### src/ghio_defines.svh
/*
  constants for the gate-high and io rail configuration bank.
  assumes inclusion by bare name from the package and design files.
*/
`ifndef GHIO_DEFINES_SVH
`define GHIO_DEFINES_SVH
`define GHIO_ADDR_W          8
`define GHIO_DATA_W          8
`define GHIO_OFF_GH_HOT      8'h02
`define GHIO_OFF_GH_COLD     8'h03
`define GHIO_OFF_IO_RAIL     8'h04
`define GHIO_GH_FIELD_W      4
`define GHIO_IO_FIELD_W      2
`define GHIO_GH_HOT_RESET    4'h0
`define GHIO_GH_COLD_RESET   4'h0
`define GHIO_IO_RAIL_RESET   2'h0
`define GHIO_RDATA_IDLE      8'h00
`define GHIO_GH_HOT_BASE_V   6'h10
`define GHIO_GH_COLD_BASE_V  6'h19
`define GHIO_MV_1V7          12'h6a4
`define GHIO_MV_1V8          12'h708
`define GHIO_MV_2V5          12'h9c4
`define GHIO_MV_OFF          12'h000
`endif

### src/ghio_pkg.sv
/*
  types shared by the rail configuration bank and its decoder.
  assumes ghio_defines.svh is on the include path.
*/
`default_nettype none
`include "ghio_defines.svh"
package ghio_pkg;
  // decoded io rail targets in millivolts, regulator enable
  typedef struct packed {
    logic [11:0] rail_one_mv;
    logic [11:0] rail_two_mv;
    logic        rail_two_en;
  } ghio_io_target_s;
endpackage : ghio_pkg
`default_nettype wire

### src/ghio_rail_regs.sv
/*
  configuration register bank for the gate-high boost targets and the io rails.
  assumes a simple strobe bus synchronous to clk_i, read data one cycle later.
*/
// Local design decision: the address-and-strobe port.
// Operation
// RULE1: offset 0x02 low four bits hold hot gate-high target.
// RULE2: hot code maps 16 V to 31 V in 1 V steps.
// RULE3: offset 0x03 low four bits hold cold gate-high target.
// RULE4: cold code maps 25 V to 40 V in 1 V steps.
// RULE5: unused upper bits drop writes and read zero.
// RULE6: offset 0x04 low two bits select buck and regulator outputs.
// RULE7: io code decodes into fixed buck and regulator voltages.
// RULE8: host writes io setting only after enable and power-up complete.
// RULE9: registers are eight bits, reads return field with zeros above.
`default_nettype none
`include "ghio_defines.svh"
module ghio_rail_regs (
  // clock and reset
  input  wire logic                         clk_i,
  input  wire logic                         reset_n_i,
  // register bus
  input  wire logic [`GHIO_ADDR_W-1:0]      addr_i,
  input  wire logic [`GHIO_DATA_W-1:0]      wdata_i,
  input  wire logic                         wr_i,
  input  wire logic                         rd_i,
  output logic      [`GHIO_DATA_W-1:0]      rdata_o,
  // hot or cold select from temperature logic
  input  wire logic                         temp_cold_i,
  // rail targets
  output logic      [3:0]                   gh_hot_code_o,
  output logic      [3:0]                   gh_cold_code_o,
  output logic      [5:0]                   gate_high_rail_v_o,
  output logic      [1:0]                   io_rail_code_o,
  output ghio_pkg::ghio_io_target_s         io_target_o
);
  import ghio_pkg::*;

  logic [`GHIO_GH_FIELD_W-1:0] gh_hot_reg;
  logic [`GHIO_GH_FIELD_W-1:0] gh_cold_reg;
  logic [`GHIO_IO_FIELD_W-1:0] io_rail_reg;
  logic [`GHIO_DATA_W-1:0]     rdata_reg;
  logic [`GHIO_DATA_W-1:0]     rdata_next;

  // address decode
  wire sel_hot  = (addr_i == `GHIO_OFF_GH_HOT);   // [RULE1]
  wire sel_cold = (addr_i == `GHIO_OFF_GH_COLD);  // [RULE3]
  wire sel_io   = (addr_i == `GHIO_OFF_IO_RAIL);  // [RULE6]

  // per-register write strobes; unmapped offsets match none of them
  wire wr_hot  = wr_i && sel_hot;              // [RULE1]
  wire wr_cold = wr_i && sel_cold;             // [RULE3]
  wire wr_io   = wr_i && sel_io;               // [RULE6]
  wire sel_any = sel_hot || sel_cold || sel_io;

  // hot target keeps only the implemented low bits
  always_ff @(posedge clk_i or negedge reset_n_i) begin
    if (!reset_n_i) begin
      gh_hot_reg <= `GHIO_GH_HOT_RESET;
    end else if (wr_hot) begin
      gh_hot_reg <= wdata_i[`GHIO_GH_FIELD_W-1:0]; // [RULE1] [RULE5]
    end
  end

  // cold target keeps only the implemented low bits
  always_ff @(posedge clk_i or negedge reset_n_i) begin
    if (!reset_n_i) begin
      gh_cold_reg <= `GHIO_GH_COLD_RESET;
    end else if (wr_cold) begin
      gh_cold_reg <= wdata_i[`GHIO_GH_FIELD_W-1:0]; // [RULE3] [RULE5]
    end
  end

  // io rail code keeps only its two low bits
  always_ff @(posedge clk_i or negedge reset_n_i) begin
    if (!reset_n_i) begin
      io_rail_reg <= `GHIO_IO_RAIL_RESET;
    end else if (wr_io) begin
      io_rail_reg <= wdata_i[`GHIO_IO_FIELD_W-1:0]; // [RULE6] [RULE5]
    end
  end

  // padded read images, zero above each field
  wire [`GHIO_DATA_W-1:0] hot_img  = {{(`GHIO_DATA_W-`GHIO_GH_FIELD_W){1'b0}}, gh_hot_reg};  // [RULE5]
  wire [`GHIO_DATA_W-1:0] cold_img = {{(`GHIO_DATA_W-`GHIO_GH_FIELD_W){1'b0}}, gh_cold_reg}; // [RULE5]
  wire [`GHIO_DATA_W-1:0] io_img   = {{(`GHIO_DATA_W-`GHIO_IO_FIELD_W){1'b0}}, io_rail_reg}; // [RULE5]

  // read mux, zero for unmapped offsets
  assign rdata_next = sel_hot  ? hot_img  :
                      sel_cold ? cold_img :
                      sel_io   ? io_img   : `GHIO_RDATA_IDLE; // [RULE5] [RULE9]

  // read data stands only in the cycle after the strobe
  always_ff @(posedge clk_i or negedge reset_n_i) begin
    if (!reset_n_i) begin
      rdata_reg <= `GHIO_RDATA_IDLE;
    end else begin
      rdata_reg <= rd_i ? rdata_next : `GHIO_RDATA_IDLE; // [RULE9]
    end
  end
  assign rdata_o = rdata_reg;

  // gate-high target in volts, base plus code
  wire [5:0] hot_v  = `GHIO_GH_HOT_BASE_V + {2'h0, gh_hot_reg};   // [RULE2]
  wire [5:0] cold_v = `GHIO_GH_COLD_BASE_V + {2'h0, gh_cold_reg}; // [RULE4]
  assign gate_high_rail_v_o = temp_cold_i ? cold_v : hot_v;
  assign gh_hot_code_o      = gh_hot_reg;
  assign gh_cold_code_o     = gh_cold_reg;
  // io rail writes are assumed to follow enable and power-up [RULE8]
  assign io_rail_code_o     = io_rail_reg;

  ghio_io_decode u_decode (
    .code_i   (io_rail_reg),
    .target_o (io_target_o)
  );

  // checks
  property p_hot_write;
    @(posedge clk_i) disable iff (!reset_n_i)
    (wr_i && sel_hot) |=> (gh_hot_code_o == $past(wdata_i[3:0]));
  endproperty
  a_hot_write: assert property (p_hot_write) else $error("hot write lost"); // [RULE1]

  property p_cold_write;
    @(posedge clk_i) disable iff (!reset_n_i)
    (wr_i && sel_cold) |=> (gh_cold_code_o == $past(wdata_i[3:0]));
  endproperty
  a_cold_write: assert property (p_cold_write) else $error("cold write lost"); // [RULE3]

  property p_io_write;
    @(posedge clk_i) disable iff (!reset_n_i)
    (wr_i && sel_io) |=> (io_rail_code_o == $past(wdata_i[1:0]));
  endproperty
  a_io_write: assert property (p_io_write) else $error("io write lost"); // [RULE6]

  property p_hot_volts;
    @(posedge clk_i) disable iff (!reset_n_i)
    !temp_cold_i |-> (gate_high_rail_v_o == 6'd16 + {2'h0, gh_hot_code_o});
  endproperty
  a_hot_volts: assert property (p_hot_volts) else $error("hot volts wrong"); // [RULE2]

  property p_cold_volts;
    @(posedge clk_i) disable iff (!reset_n_i)
    temp_cold_i |-> (gate_high_rail_v_o == 6'd25 + {2'h0, gh_cold_code_o});
  endproperty
  a_cold_volts: assert property (p_cold_volts) else $error("cold volts wrong"); // [RULE4]

  property p_upper_zero;
    @(posedge clk_i) disable iff (!reset_n_i)
    (rd_i && (sel_hot || sel_cold)) |=> (rdata_o[7:4] == 4'h0);
  endproperty
  a_upper_zero: assert property (p_upper_zero) else $error("upper bits set"); // [RULE5]

  property p_read_back;
    @(posedge clk_i) disable iff (!reset_n_i)
    (rd_i && sel_io) |=> (rdata_o == {6'h00, $past(io_rail_reg)});
  endproperty
  a_read_back: assert property (p_read_back) else $error("io read wrong"); // [RULE9]

  property p_io_decode;
    @(posedge clk_i) disable iff (!reset_n_i)
    (io_rail_code_o == 2'h3) |-> (io_target_o.rail_one_mv == 12'd2500 && io_target_o.rail_two_mv == 12'd1800);
  endproperty
  a_io_decode: assert property (p_io_decode) else $error("io decode wrong"); // [RULE7]

  property p_io_off;
    @(posedge clk_i) disable iff (!reset_n_i)
    (io_rail_code_o[1] == 1'b0) |-> !io_target_o.rail_two_en;
  endproperty
  a_io_off: assert property (p_io_off) else $error("regulator on"); // [RULE7]

  // read-back, hold and decode checks
  property p_hot_read;
    @(posedge clk_i) disable iff (!reset_n_i)
    (rd_i && sel_hot) |=> (rdata_o == {4'h0, $past(gh_hot_code_o)});
  endproperty
  a_hot_read: assert property (p_hot_read) else $error("hot read wrong"); // [RULE1] [RULE9]

  property p_cold_read;
    @(posedge clk_i) disable iff (!reset_n_i)
    (rd_i && sel_cold) |=> (rdata_o == {4'h0, $past(gh_cold_code_o)});
  endproperty
  a_cold_read: assert property (p_cold_read) else $error("cold read wrong"); // [RULE3] [RULE9]

  property p_unmapped_read;
    @(posedge clk_i) disable iff (!reset_n_i)
    (rd_i && !sel_any) |=> (rdata_o == 8'h00);
  endproperty
  a_unmapped_read: assert property (p_unmapped_read) else $error("unmapped read not zero"); // [RULE5]

  property p_rd_idle;
    @(posedge clk_i) disable iff (!reset_n_i)
    !rd_i |=> (rdata_o == 8'h00);
  endproperty
  a_rd_idle: assert property (p_rd_idle) else $error("read data outside its cycle"); // [RULE9]

  property p_hot_hold;
    @(posedge clk_i) disable iff (!reset_n_i)
    !wr_hot |=> $stable(gh_hot_code_o);
  endproperty
  a_hot_hold: assert property (p_hot_hold) else $error("hot code changed without write"); // [RULE1]

  property p_cold_hold;
    @(posedge clk_i) disable iff (!reset_n_i)
    !wr_cold |=> $stable(gh_cold_code_o);
  endproperty
  a_cold_hold: assert property (p_cold_hold) else $error("cold code changed without write"); // [RULE3]

  property p_io_hold;
    @(posedge clk_i) disable iff (!reset_n_i)
    !wr_io |=> $stable(io_rail_code_o);
  endproperty
  a_io_hold: assert property (p_io_hold) else $error("io code changed without write"); // [RULE6]

  property p_io_code0;
    @(posedge clk_i) disable iff (!reset_n_i)
    (io_rail_code_o == 2'h0) |-> (io_target_o.rail_one_mv == 12'd1700 && !io_target_o.rail_two_en);
  endproperty
  a_io_code0: assert property (p_io_code0) else $error("io code 0 decode wrong"); // [RULE7]

  property p_io_code1;
    @(posedge clk_i) disable iff (!reset_n_i)
    (io_rail_code_o == 2'h1) |-> (io_target_o.rail_one_mv == 12'd1800 && !io_target_o.rail_two_en);
  endproperty
  a_io_code1: assert property (p_io_code1) else $error("io code 1 decode wrong"); // [RULE7]

  property p_io_code2;
    @(posedge clk_i) disable iff (!reset_n_i)
    (io_rail_code_o == 2'h2) |-> (io_target_o.rail_one_mv == 12'd2500 && io_target_o.rail_two_mv == 12'd1700);
  endproperty
  a_io_code2: assert property (p_io_code2) else $error("io code 2 decode wrong"); // [RULE7]

  c_hot_wr:  cover property (@(posedge clk_i) disable iff (!reset_n_i) wr_i && sel_hot);
  c_cold_rd: cover property (@(posedge clk_i) disable iff (!reset_n_i) rd_i && sel_cold);
  c_io_max:  cover property (@(posedge clk_i) disable iff (!reset_n_i) io_rail_code_o == 2'h3);
  c_wr_rd:   cover property (@(posedge clk_i) disable iff (!reset_n_i) (wr_i && sel_io) ##1 (rd_i && sel_io));
  c_cold_max: cover property (@(posedge clk_i) disable iff (!reset_n_i) temp_cold_i && gate_high_rail_v_o == 6'd40);
endmodule : ghio_rail_regs
`default_nettype wire

### src/ghio_io_decode.sv
/*
  decodes the two-bit io rail code into rail targets.
  assumes a stable registered code at its input.
*/
`default_nettype none
`include "ghio_defines.svh"
module ghio_io_decode (
  // code in
  input  wire logic [1:0]                code_i,
  // decoded targets
  output ghio_pkg::ghio_io_target_s      target_o
);
  import ghio_pkg::*;
  // fixed four-entry map of buck and regulator targets
  wire [11:0] one_mv = (code_i == 2'h0) ? `GHIO_MV_1V7 :
                       (code_i == 2'h1) ? `GHIO_MV_1V8 : `GHIO_MV_2V5; // [RULE7]
  wire [11:0] two_mv = (code_i == 2'h2) ? `GHIO_MV_1V7 :
                       (code_i == 2'h3) ? `GHIO_MV_1V8 : `GHIO_MV_OFF; // [RULE7]
  wire        two_en = code_i[1];                                      // regulator on for codes 2 and 3 [RULE7]
  // one driver for the whole struct, members packed in declaration order
  assign target_o = {one_mv, two_mv, two_en};
endmodule : ghio_io_decode
`default_nettype wire

### config.mk
export PLATFORM = sky130hd
export DESIGN_NAME = ghio_rail_regs
export DESIGN_NICKNAME = d
export VERILOG_FILES = /design/src/ghio_pkg.sv /design/src/ghio_rail_regs.sv /design/src/ghio_io_decode.sv
export VERILOG_INCLUDE_DIRS = /design/src
export SDC_FILE = /design/constraint.sdc
export NUM_CORES = 1
export LEC_CHECK = 0
export BUFFER_PORTS_ARGS = -buffer_cell sky130_fd_sc_hd__buf_4
export CAP_MARGIN = 25
export CORE_MARGIN = 2
export CORE_UTILIZATION = 30
export CTS_BUF_LIST = sky130_fd_sc_hd__clkbuf_16
export DETAILED_ROUTE_END_ITERATION = 8
export GPL_TIMING_DRIVEN = 1
export SLEW_MARGIN = 20
export SYNTH_ARGS = -nofsm -noshare
export SYNTH_HDL_FRONTEND = slang
export SYNTH_HIERARCHICAL = 1
export SYNTH_SLANG_ARGS = --single-unit
### constraint.sdc
create_clock -name clk_i -period 1.91 [get_ports clk_i]
set_input_delay 0.382 -clock clk_i [delete_from_list [all_inputs] [get_ports clk_i]]
set_output_delay 0.382 -clock clk_i [all_outputs]
set_load 0.005 [all_outputs]
==> qor.yml, run 1 <==
placement:
  dp_hpwl_um: 1760
  port_buffers: 53
  routabilityCongestion: 0.752
worst_setup_path:
  cp-start-kind: "register"
  arrival_ns: 1.40
  crit_fanout: 6
  crit_slowest_cell: "dfrtp_1"
  required_ns: 1.53
  max_stage_delay_ns: 0.44
  crit_buf_inv: 1
  crit_chain: "ha_1 > mux2_2 > buf_4"
  r2r-end: "rdata_o[0]"
  path_delay_family: "flip-flops"
  endpoint_kind: "output port"
  reg2reg_slack_ns: 0.86
  crit_type: "reg2out"
  r2r_cells: 3
  r2r_start: "gh_cold_code_o[0]"
synthesis:
  ys_seq_elements: 14
  synth_enable_flop_cells: 0
  synth_compound_area_share_pct: 2.85
  yosysUniqueCellTypes: 28
  synth_xor_xnor_area_share_pct: 1.81
  synth-simple-area-share_pct: 17.6
  yosys_warnings: 6
  dominantRegCellSynth: "dfrtp_1"
  ys_async_sr_fraction_pct: 100
  synth_mux_area_share_pct: 21.0
  yosysSeqAreaShare_pct: 36.3
  syn-instance-count: 92
  synth_fa_ha_area_share_pct: 1.30
  synth.cell_area_sq_um: 966
  syn_area_per_cell_sq_um: 10.5
  synth_top_family_by_area: "multiplexers"
final_layout:
  antennaDiodeCount: 0
  drive_gt1_share_pct: 54.8
  final_util_pct: 45.0
  final_common_cell: "buf_4"
  num-nets-final: 159
  syn_to_final_growth_pct: 42.4
  final_cell_mix: "53 x buf_4, 14 x dfrtp_1, 12 x conb_1, 10 x mux2_2, 5 x nor2_1"
hold_path:
  hp-class: "in2reg"
  holdPathEnd: "gh_hot_code_o[3]"
  hold-path-cell-count: 2
  worstHoldStart: "wdata_i[3]"
detailed_routing:
  drt_iter0_markers: 19
  wirelength_um: 2130
  drc: 0
  wl_per_cell_um: 11.9
  vias: 740
  drt_first_pass_iters: 4
  viasPerCell: 4.13
  ant_nets: 0
timing:
  setup_viol: 0
  report.final.slew_viol_count: 0
  hold_viol_final: 0
  rsz0062_at_grt: "false"
  finalCritPeriodShare_pct: 93.2
  fmax_ghz: 0.562
  finalCriticalPeriod_ns: 1.78
  finalSetupTns_ns: 0
  hold_slack_ns: 0.385
  clock_skew_ns: 0.000996
floorplanning:
  fp.dieW_um: 60.7
  initial_core_util_pct: 31.6
  io_pins: 70
  die-area_sq_mm: 0.00369
  die_h_um: 60.7
  core_area_sq_mm: 0.00305
  rows: 20
clock_tree:
  clk_latency_ns: 0.24
  cts_tree: "yes"
  cts_sinks: 14
  path_clk_slew_ns: 0.04
  clockBufferDepth: 2
  root_buffer: "clkbuf_16"
  cts_buffers: 3
  htreeDepth: 1
grt:
  grt_antenna_before_repair: 0
  grt_max_degree: 16
  groute.usage.overall_pct: 11.7
  grt_pass1_vias: 706
  grt_pass1_wl_um: 3150
  grt_overflow: 0
power:
  powerDensity_mw_per_mm2: 624
  cellLeakagePower_nw: 0.726
  ir_drop_mv: 0.217
flow_run:
  cap_viol_max_count: 0
outcome:
  status: "completed"
==> what timing repair did <==
action,CTS,global route
setup buffers,0,0
resized for setup,0,0
hold buffers,1,0
hold endpoints to repair,14,0
==> stage by stage <==
step	power [mW]	instances	instance area, sq um	worst slack, ns
after CTS	0.871	179	1380	0.125
final	0.859	179	1380	0.130
after detailed placement	0.480	175	1290	0.271
after global routing	0.903	179	1380	0.0651
after global placement	0.478	175	1290	0.265
after floorplan	0.411	102	1000	0.486
==> worst reg2reg max path, cell delays in order, from the launching register on <==
cell     delay, ns
dfrtp_1       0.44
mux2_2        0.29
a22oi_1       0.15
nor2_1        0.06
==> power breakdown <==
group | switching (mW) | total [mW] | internal [mW]
logic | 0.0597 | 0.152 | 0.0921
registers | 0.0157 | 0.323 | 0.308
clock network | 0.110 | 0.383 | 0.273
==> worst max-delay path by stage <==
stage	slack, ns	depth (start not counted)	startpoint	to
finish	0.13	3	gh_cold_code_o[0]	gate_high_rail_v_o[1]
global route	0.07	4	gh_cold_code_o[0]	gate_high_rail_v_o[3]
CTS	0.12	3	gh_cold_code_o[0]	gate_high_rail_v_o[1]
detailed placement	0.27	4	addr_i[3]	gh_hot_code_o[2]
global placement	0.26	4	addr_i[3]	gh_hot_code_o[2]
floorplan	0.49	3	addr_i[3]	gh_hot_code_o[0]
==> kinds of logic (layout without fill, tap and decap cells) <==
kind of cell               Yosys count  after routing
other                                2             12
and+or+nand+nor                     25             25
muxes                               17             17
adders and majority gates            1              1
DFF                                 14             14
AOI/OAI and AO/OA                    4              4
buffers and inverters               27             60
xor gates and xnor gates             2              2
==> metal layers <==
metal  share of wire, %  global-route usage, %  vias up
met1                 41                   13.7      344
met2                 52                   20.9       31
li1                   -                      -      363
met4               0.28                   3.73        0
met3                6.3                   2.77        2
met5                  0                      0        -
==> cells in the mapped netlist, types with 2 or more instances <==
cell / count / area, sq um
inv_1: 3 / 11.3
clkbuf_1: 3 / 11.3
nor2b_1: 2 / 12.5
buf_4: 20 / 150
nand2_1: 4 / 15.0
a22oi_1: 2 / 15.0
mux2_2: 10 / 113
conb_1: 2 / 7.51
dfrtp_1: 14 / 350
mux2i_1: 3 / 30.0
nand3_1: 2 / 10.0
xnor2_1: 2 / 17.5
mux2_4: 4 / 60.1
nand2b_1: 2 / 12.5
nor3_1: 2 / 10.0
nor2_1: 5 / 18.8
==> flip-flops by register name, indices dropped and copies added (netlist names) <==
signal	cells
io_rail_code_o	2
gh_cold_code_o	4
gh_hot_code_o	4
rdata_o	4
==> cell type report <==
type | count | area (sq um)
Multi-Input combinational cell | 61 | 475
Timing Repair Buffer | 54 | 408
Tap cell | 44 | 55.1
Inverter | 3 | 11.3
Sequential cell | 14 | 350
Clock buffer | 3 | 75.1
Fill cell | 310 | 1680
No activity file was read; power rests on OpenSTA's default activity.
==> run 2, diff against run 1 <==
--- a/config.mk
+++ b/config.mk
@@ -10,7 +10,7 @@
 export CAP_MARGIN = 25
 export CORE_MARGIN = 2
 export CORE_UTILIZATION = 30
-export CTS_BUF_LIST = sky130_fd_sc_hd__clkbuf_16
+export CTS_BUF_LIST = sky130_fd_sc_hd__clkbuf_2
 export DETAILED_ROUTE_END_ITERATION = 8
 export GPL_TIMING_DRIVEN = 1
 export SLEW_MARGIN = 20
==> run 2 against run 1 <==
Final area down 4.2%. Fmax down 2.6%. Cell count unchanged. Clock-buffer cell count unchanged. Sequential share of layout area up 1.3 points. Clock skew up 0.0049 ns. Via count up 0.14%. Sequential power about the same. Critical endpoint unchanged. Largest power group is now registers.
==> qor.yml, run 2 (synthesized netlist as in run 1, its figures left out) <==
final_layout:
  num-nets-final: 159  # unchanged
  antennaDiodeCount: 0  # unchanged
  stdcell_count: 179  # unchanged
  finalInstanceArea_sq_mm: 0.00132  # was 0.00138 sq mm
  drive_gt1_share_pct: 56.3  # was 54.8%
  syn_to_final_growth_pct: 36.4  # was 42.4%
  final_cell_mix: "53 x buf_4, 12 x conb_1, 12 x dfrtp_1, 10 x mux2_2, 5 x nor2_1"  # was 53 x buf_4, 14 x dfrtp_1, 12 x conb_1, 10 x mux2_2, 5 x nor2_1
  multi_input_area_sq_um: 475  # unchanged
  final_common_cell: "buf_4"  # unchanged
  seqCellArea_sq_um: 353  # was 350 sq um
  fill_cells: 323  # was 310
clock_tree:
  path_clk_slew_ns: 0.13  # was 0.04 ns
  cts_tree: "yes"  # unchanged
  clk_latency_ns: 0.26  # was 0.24 ns
  cts_sinks: 14  # unchanged
  htreeDepth: 1  # unchanged
  postCtsSetupRepairBufs: 0  # unchanged
  root_buffer: "clkbuf_2"  # was clkbuf_16
  cts_buffers: 3  # unchanged
  clockBufferDepth: 2  # unchanged
flow_run:
  cap_viol_max_count: 0  # unchanged
detailed_routing:
  wirelength_um: 2110  # was 2130 um
  wl_per_cell_um: 11.8  # was 11.9 um
  viasPerCell: 4.14  # was 4.13
  vias: 741  # was 740
  drc: 0  # unchanged
  drt_first_pass_iters: 2  # was 4
  ant_nets: 0  # unchanged
  drt_iter0_markers: 8  # was 19
outcome:
  status: "completed"  # unchanged
grt:
  grt_max_degree: 16  # unchanged
  grt_antenna_before_repair: 0  # unchanged
  groute.usage.overall_pct: 11.4  # was 11.7%
  grt_overflow: 0  # unchanged
  grt_pass1_vias: 699  # was 706
  grt_pass1_wl_um: 3090  # was 3150 um
timing:
  finalCritPeriodShare_pct: 95.6  # was 93.2%
  finalSetupTns_ns: 0  # unchanged
  hold_viol_final: 0  # unchanged
  finalCriticalPeriod_ns: 1.83  # was 1.78 ns
  rsz0062_at_grt: "false"  # unchanged
  fmax_ghz: 0.547  # was 0.562 GHz
  clock_skew_ns: 0.00592  # was 0.000996 ns
  report.final.slew_viol_count: 0  # unchanged
  setup_viol: 0  # unchanged
worst_setup_path:
  crit_cells: 3  # unchanged
  cp-start-kind: "register"  # unchanged
  crit_type: "reg2out"  # unchanged
  required_ns: 1.53  # about the same
  endpoint: "gate_high_rail_v_o[1]"  # unchanged
  r2r-end: "rdata_o[0]"  # unchanged
  crit_slowest_cell: "dfrtp_2"  # was dfrtp_1
  endpoint_kind: "output port"  # unchanged
  r2r_start: "gh_cold_code_o[0]"  # unchanged
  crit_chain: "ha_1 > mux2_2 > buf_4"  # unchanged
  crit_buf_inv: 1  # unchanged
  max_stage_delay_ns: 0.47  # was 0.44 ns
  arrival_ns: 1.44  # was 1.40 ns
  startpoint: "gh_cold_code_o[0]"  # unchanged
  path_delay_family: "flip-flops"  # unchanged
  reg2reg_slack_ns: 0.87  # was 0.86 ns
  r2r_cells: 3  # unchanged
  crit_fanout: 6  # unchanged
power:
  ir_drop_mv: 0.152  # was 0.217 mV
  power_mw: 0.608  # was 0.859 mW
  cellLeakagePower_nw: 0.699  # was 0.726 nW
  p_sw_mw: 0.166  # was 0.186 mW
  internal-power_mw: 0.442  # was 0.673 mW
  pwr-share-seq_pct: 53.0  # was 37.7%
  p_clk_share_pct: 22.0  # was 44.6%
  comb_power_share_pct: 25.0  # was 17.7%
  swShare_pct: 27.3  # was 21.6%
  powerDensity_mw_per_mm2: 461  # was 624 mW/mm^2
floorplanning:
  core_area_sq_mm: 0.00305  # unchanged
  initial_core_util_pct: 31.6  # unchanged
  die-area_sq_mm: 0.00369  # unchanged
  fp.dieW_um: 60.7  # unchanged
  io_pins: 70  # unchanged
  die_h_um: 60.7  # unchanged
  rows: 20  # unchanged
placement:
  dp_hpwl_um: 1760  # unchanged
  dp.cells: 175  # unchanged
  placed_area_sq_mm: 0.00129  # unchanged
  port_buffers: 53  # unchanged
  routabilityCongestion: 0.752  # unchanged
hold_path:
  hp-class: "in2reg"  # unchanged
==> run 2: cell types whose count changed in the layout (fill, tap and decap cells not counted) <==
| cell | previous run | this run |
|---|---|---|
| dfrtp_2 | 0 | 2 |
| clkbuf_16 | 3 | 0 |
| dfrtp_1 | 14 | 12 |
| clkbuf_2 | 0 | 3 |
==> run 2: routing by layer <==
layer	track usage, %	share of wire, %
met2	20.6	53
met1	13.4	40
met4	3.73	0.38
met5	0	0
met3	2.13	6.5
==> run 2: area by class of cell <==
type | count | share of cell area [%]
multi-input cells | 61 | 36.1
repair buffers | 54 | 31.0
flip-flops and latches | 14 | 26.8
well taps | 44 | 4.18
clock buffers | 3 | 1.14
inverters | 3 | 0.855
==> run 2: repair_timing <==
action,4_1_cts,5_1_grt
hold buffers,1,0
resized for setup,0,2
endpoints found under the hold margin,14,0
setup endpoints to repair,0,2
==> run 2: how the worst min path moves through the flow <==
stage | start | to | slack [ns] | cells past startpoint
floorplan | reset_n_i | gh_cold_code_o[0] | 0.09 | 0
global placement | reset_n_i | rdata_o[1] | 0.24 | 1
global route | wdata_i[3] | gh_hot_code_o[3] | 0.33 | 2
detailed placement | reset_n_i | rdata_o[0] | 0.24 | 1
finish | wdata_i[3] | gh_hot_code_o[3] | 0.35 | 2
CTS | wdata_i[3] | gh_hot_code_o[3] | 0.33 | 2
==> run 2: power by group through the flow <==
stage                     logic (mW)  clock network [mW]  registers [mW]
final                          0.152               0.134           0.322
after global routing           0.168               0.153           0.326
after CTS                      0.154               0.143           0.322
after detailed placement       0.152                   0           0.328
after global placement         0.150                   0           0.328
after floorplan               0.0865                   0           0.325
==> run 2: worst register-to-register path, stage by stage (launching register included) <==
cell and delay [ns]:
dfrtp_2 0.47, mux2_2 0.27, a22oi_1 0.15, nor2_1 0.06
==> run 2: per-stage QoR <==
stage          hold WS [ns]  util, %  setup slack (ns)
2_1_floorplan        0.0864        -             0.486
4_1_cts               0.335     43.1            0.0470
3_3_place_gp          0.239     42.3             0.265
3_5_place_dp          0.244     42.3             0.271
6_report              0.351     43.2            0.0832
5_1_grt               0.325     43.2            0.0188
==> run 3, diff against run 2 <==
--- a/config.mk
+++ b/config.mk
@@ -13,6 +13,7 @@
 export CTS_BUF_LIST = sky130_fd_sc_hd__clkbuf_2
 export DETAILED_ROUTE_END_ITERATION = 8
 export GPL_TIMING_DRIVEN = 1
+export RECOVER_POWER = 50
 export SLEW_MARGIN = 20
 export SYNTH_ARGS = -nofsm -noshare
 export SYNTH_HDL_FRONTEND = slang
==> run 3 against run 2 <==
Critical path depth is the same. Non-clock buffer count is the same. Cell count is the same. Core utilization shrank 0.86 points. Sequential share of layout area grew 0.54 points. Clock power is essentially flat. Setup slack gained 0.0079 ns. Hold slack lost 0.0012 ns.
==> qor.yml, run 3 (synthesized netlist as in run 1, its figures left out) <==
placement:
  dp_hpwl_um: 1760  # unchanged
  port_buffers: 53  # unchanged
  routabilityCongestion: 0.752  # unchanged
timing:
  rsz0062_at_grt: "false"  # unchanged
  fmax_ghz: 0.550  # was 0.547 GHz
  setup_viol: 0  # unchanged
  finalSetupTns_ns: 0  # unchanged
  hold_viol_final: 0  # unchanged
  clock_skew_ns: 0.00396  # was 0.00592 ns
  worstMarginPinSlew_ns: 0.769
  finalCritPeriodShare_pct: 95.2  # was 95.6%
  finalCriticalPeriod_ns: 1.82  # was 1.83 ns
  worst_slew_margin_rel_pct: 48.7
  report.final.slew_viol_count: 0  # unchanged
  hold_slack_ns: 0.350  # was 0.351 ns
floorplanning:
  initial_core_util_pct: 31.6  # unchanged
  core_area_sq_mm: 0.00305  # unchanged
  fp.dieW_um: 60.7  # unchanged
  die_h_um: 60.7  # unchanged
  io_pins: 70  # unchanged
  die-area_sq_mm: 0.00369  # unchanged
  rows: 20  # unchanged
final_layout:
  num-nets-final: 159  # unchanged
  fill_cells: 329  # was 323
  final_common_cell: "buf_4"  # unchanged
  drive_gt1_share_pct: 53.3  # was 56.3%
  final_util_pct: 42.3  # was 43.2%
  final_cell_mix: "43 x buf_4, 12 x conb_1, 12 x dfrtp_1, 10 x mux2_2, 7 x clkbuf_4"  # was 53 x buf_4, 12 x conb_1, 12 x dfrtp_1, 10 x mux2_2, 5 x nor2_1
  antennaDiodeCount: 0  # unchanged
  syn_to_final_growth_pct: 33.7  # was 36.4%
detailed_routing:
  vias: 731  # was 741
  wl_per_cell_um: 12.0  # was 11.8 um
  wirelength_um: 2140  # was 2110 um
  viasPerCell: 4.08  # was 4.14
  ant_nets: 0  # unchanged
  drt_iter0_markers: 20  # was 8
  drc: 0  # unchanged
  drt_first_pass_iters: 4  # was 2
grt:
  grt_pass1_wl_um: 3090  # unchanged
  grt_overflow: 0  # unchanged
  groute.usage.overall_pct: 11.4  # unchanged
  grt_pass1_vias: 699  # unchanged
  grt_max_degree: 16  # unchanged
  grt_antenna_before_repair: 0  # unchanged
clock_tree:
  root_buffer: "clkbuf_2"  # unchanged
  path_clk_slew_ns: 0.13  # about the same
  clk_latency_ns: 0.26  # about the same
  cts_sinks: 14  # unchanged
  clockBufferDepth: 2  # unchanged
  htreeDepth: 1  # unchanged
  cts_tree: "yes"  # unchanged
  cts_buffers: 3  # unchanged
worst_setup_path:
  startpoint: "gh_cold_code_o[0]"  # unchanged
  r2r_start: "gh_cold_code_o[0]"  # unchanged
  arrival_ns: 1.44  # about the same
  required_ns: 1.53  # about the same
  cp-start-kind: "register"  # unchanged
  crit_type: "reg2out"  # unchanged
  endpoint_kind: "output port"  # unchanged
  crit_fanout: 6  # unchanged
power:
  power_mw: 0.603  # was 0.608 mW
  cellLeakagePower_nw: 0.676  # was 0.699 nW
  ir_drop_mv: 0.152  # about the same
  powerDensity_mw_per_mm2: 467  # was 461 mW/mm^2
hold_path:
  worstHoldStart: "wdata_i[3]"  # unchanged
  hp-class: "in2reg"  # unchanged
flow_run:
  cap_viol_max_count: 0  # unchanged
outcome:
  status: "completed"  # unchanged
-- run 3: final cells by class --
class / count / area [sq um] / share of cell area, %
multi-input cells: 61 / 460 / 35.7
inverters: 3 / 11.3 / 0.872
flip-flops and latches: 14 / 353 / 27.3
clock buffers: 3 / 15.0 / 1.16
well taps: 44 / 55.1 / 4.26
repair buffers: 54 / 397 / 30.7
-- run 3: what timing repair did --
item | in CTS | in global routing
resized for setup | 0 | 2
endpoints found under the hold margin | 14 | 0
setup buffers | 0 | 0
endpoints found under the setup margin | 0 | 2
hold buffers | 1 | 0
-- run 3: metal layers --
layer / global-route usage [%] / wire [um]
met3: 2.13 / 130
met2: 20.6 / 1120
met5: 0 / 0
met4: 3.73 / 6
met1: 13.4 / 880
-- run 3: power breakdown --
group          switching (mW)  internal [mW]
clock network          0.0906         0.0429
registers              0.0157          0.307
logic                  0.0580         0.0886
total                   0.164          0.438
-- run 3: worst max-delay path: stages, from the launching register on --
cell and delay, ns:
dfrtp_2 0.47, ha_1 0.29, mux2_2 0.28, buf_4 0.14
-- run 3: path summary, 6_finish.rpt --
kind | to | slack, ns | depth (start not counted)
worst max-delay path | gate_high_rail_v_o[1] | 0.09 | 3
worst min-delay path | gh_hot_code_o[3] | 0.35 | 2
worst max register to register | rdata_o[0] | 0.87 | 3
worst min register to register | gh_cold_code_o[3] | 0.59 | 1
max in group asynchronous | gh_cold_code_o[2] | 0.70 | 2
min in group asynchronous | rdata_o[0] | 0.68 | 2
-- run 3: metrics by stage --
stage	instances	worst slack, ns	area, sq um
2_1_floorplan	102	0.486	1000
3_3_place_gp	175	0.265	1290
5_1_grt	179	0.0188	1290
6_report	179	0.0911	1290
3_5_place_dp	175	0.271	1290
4_1_cts	179	0.0470	1320
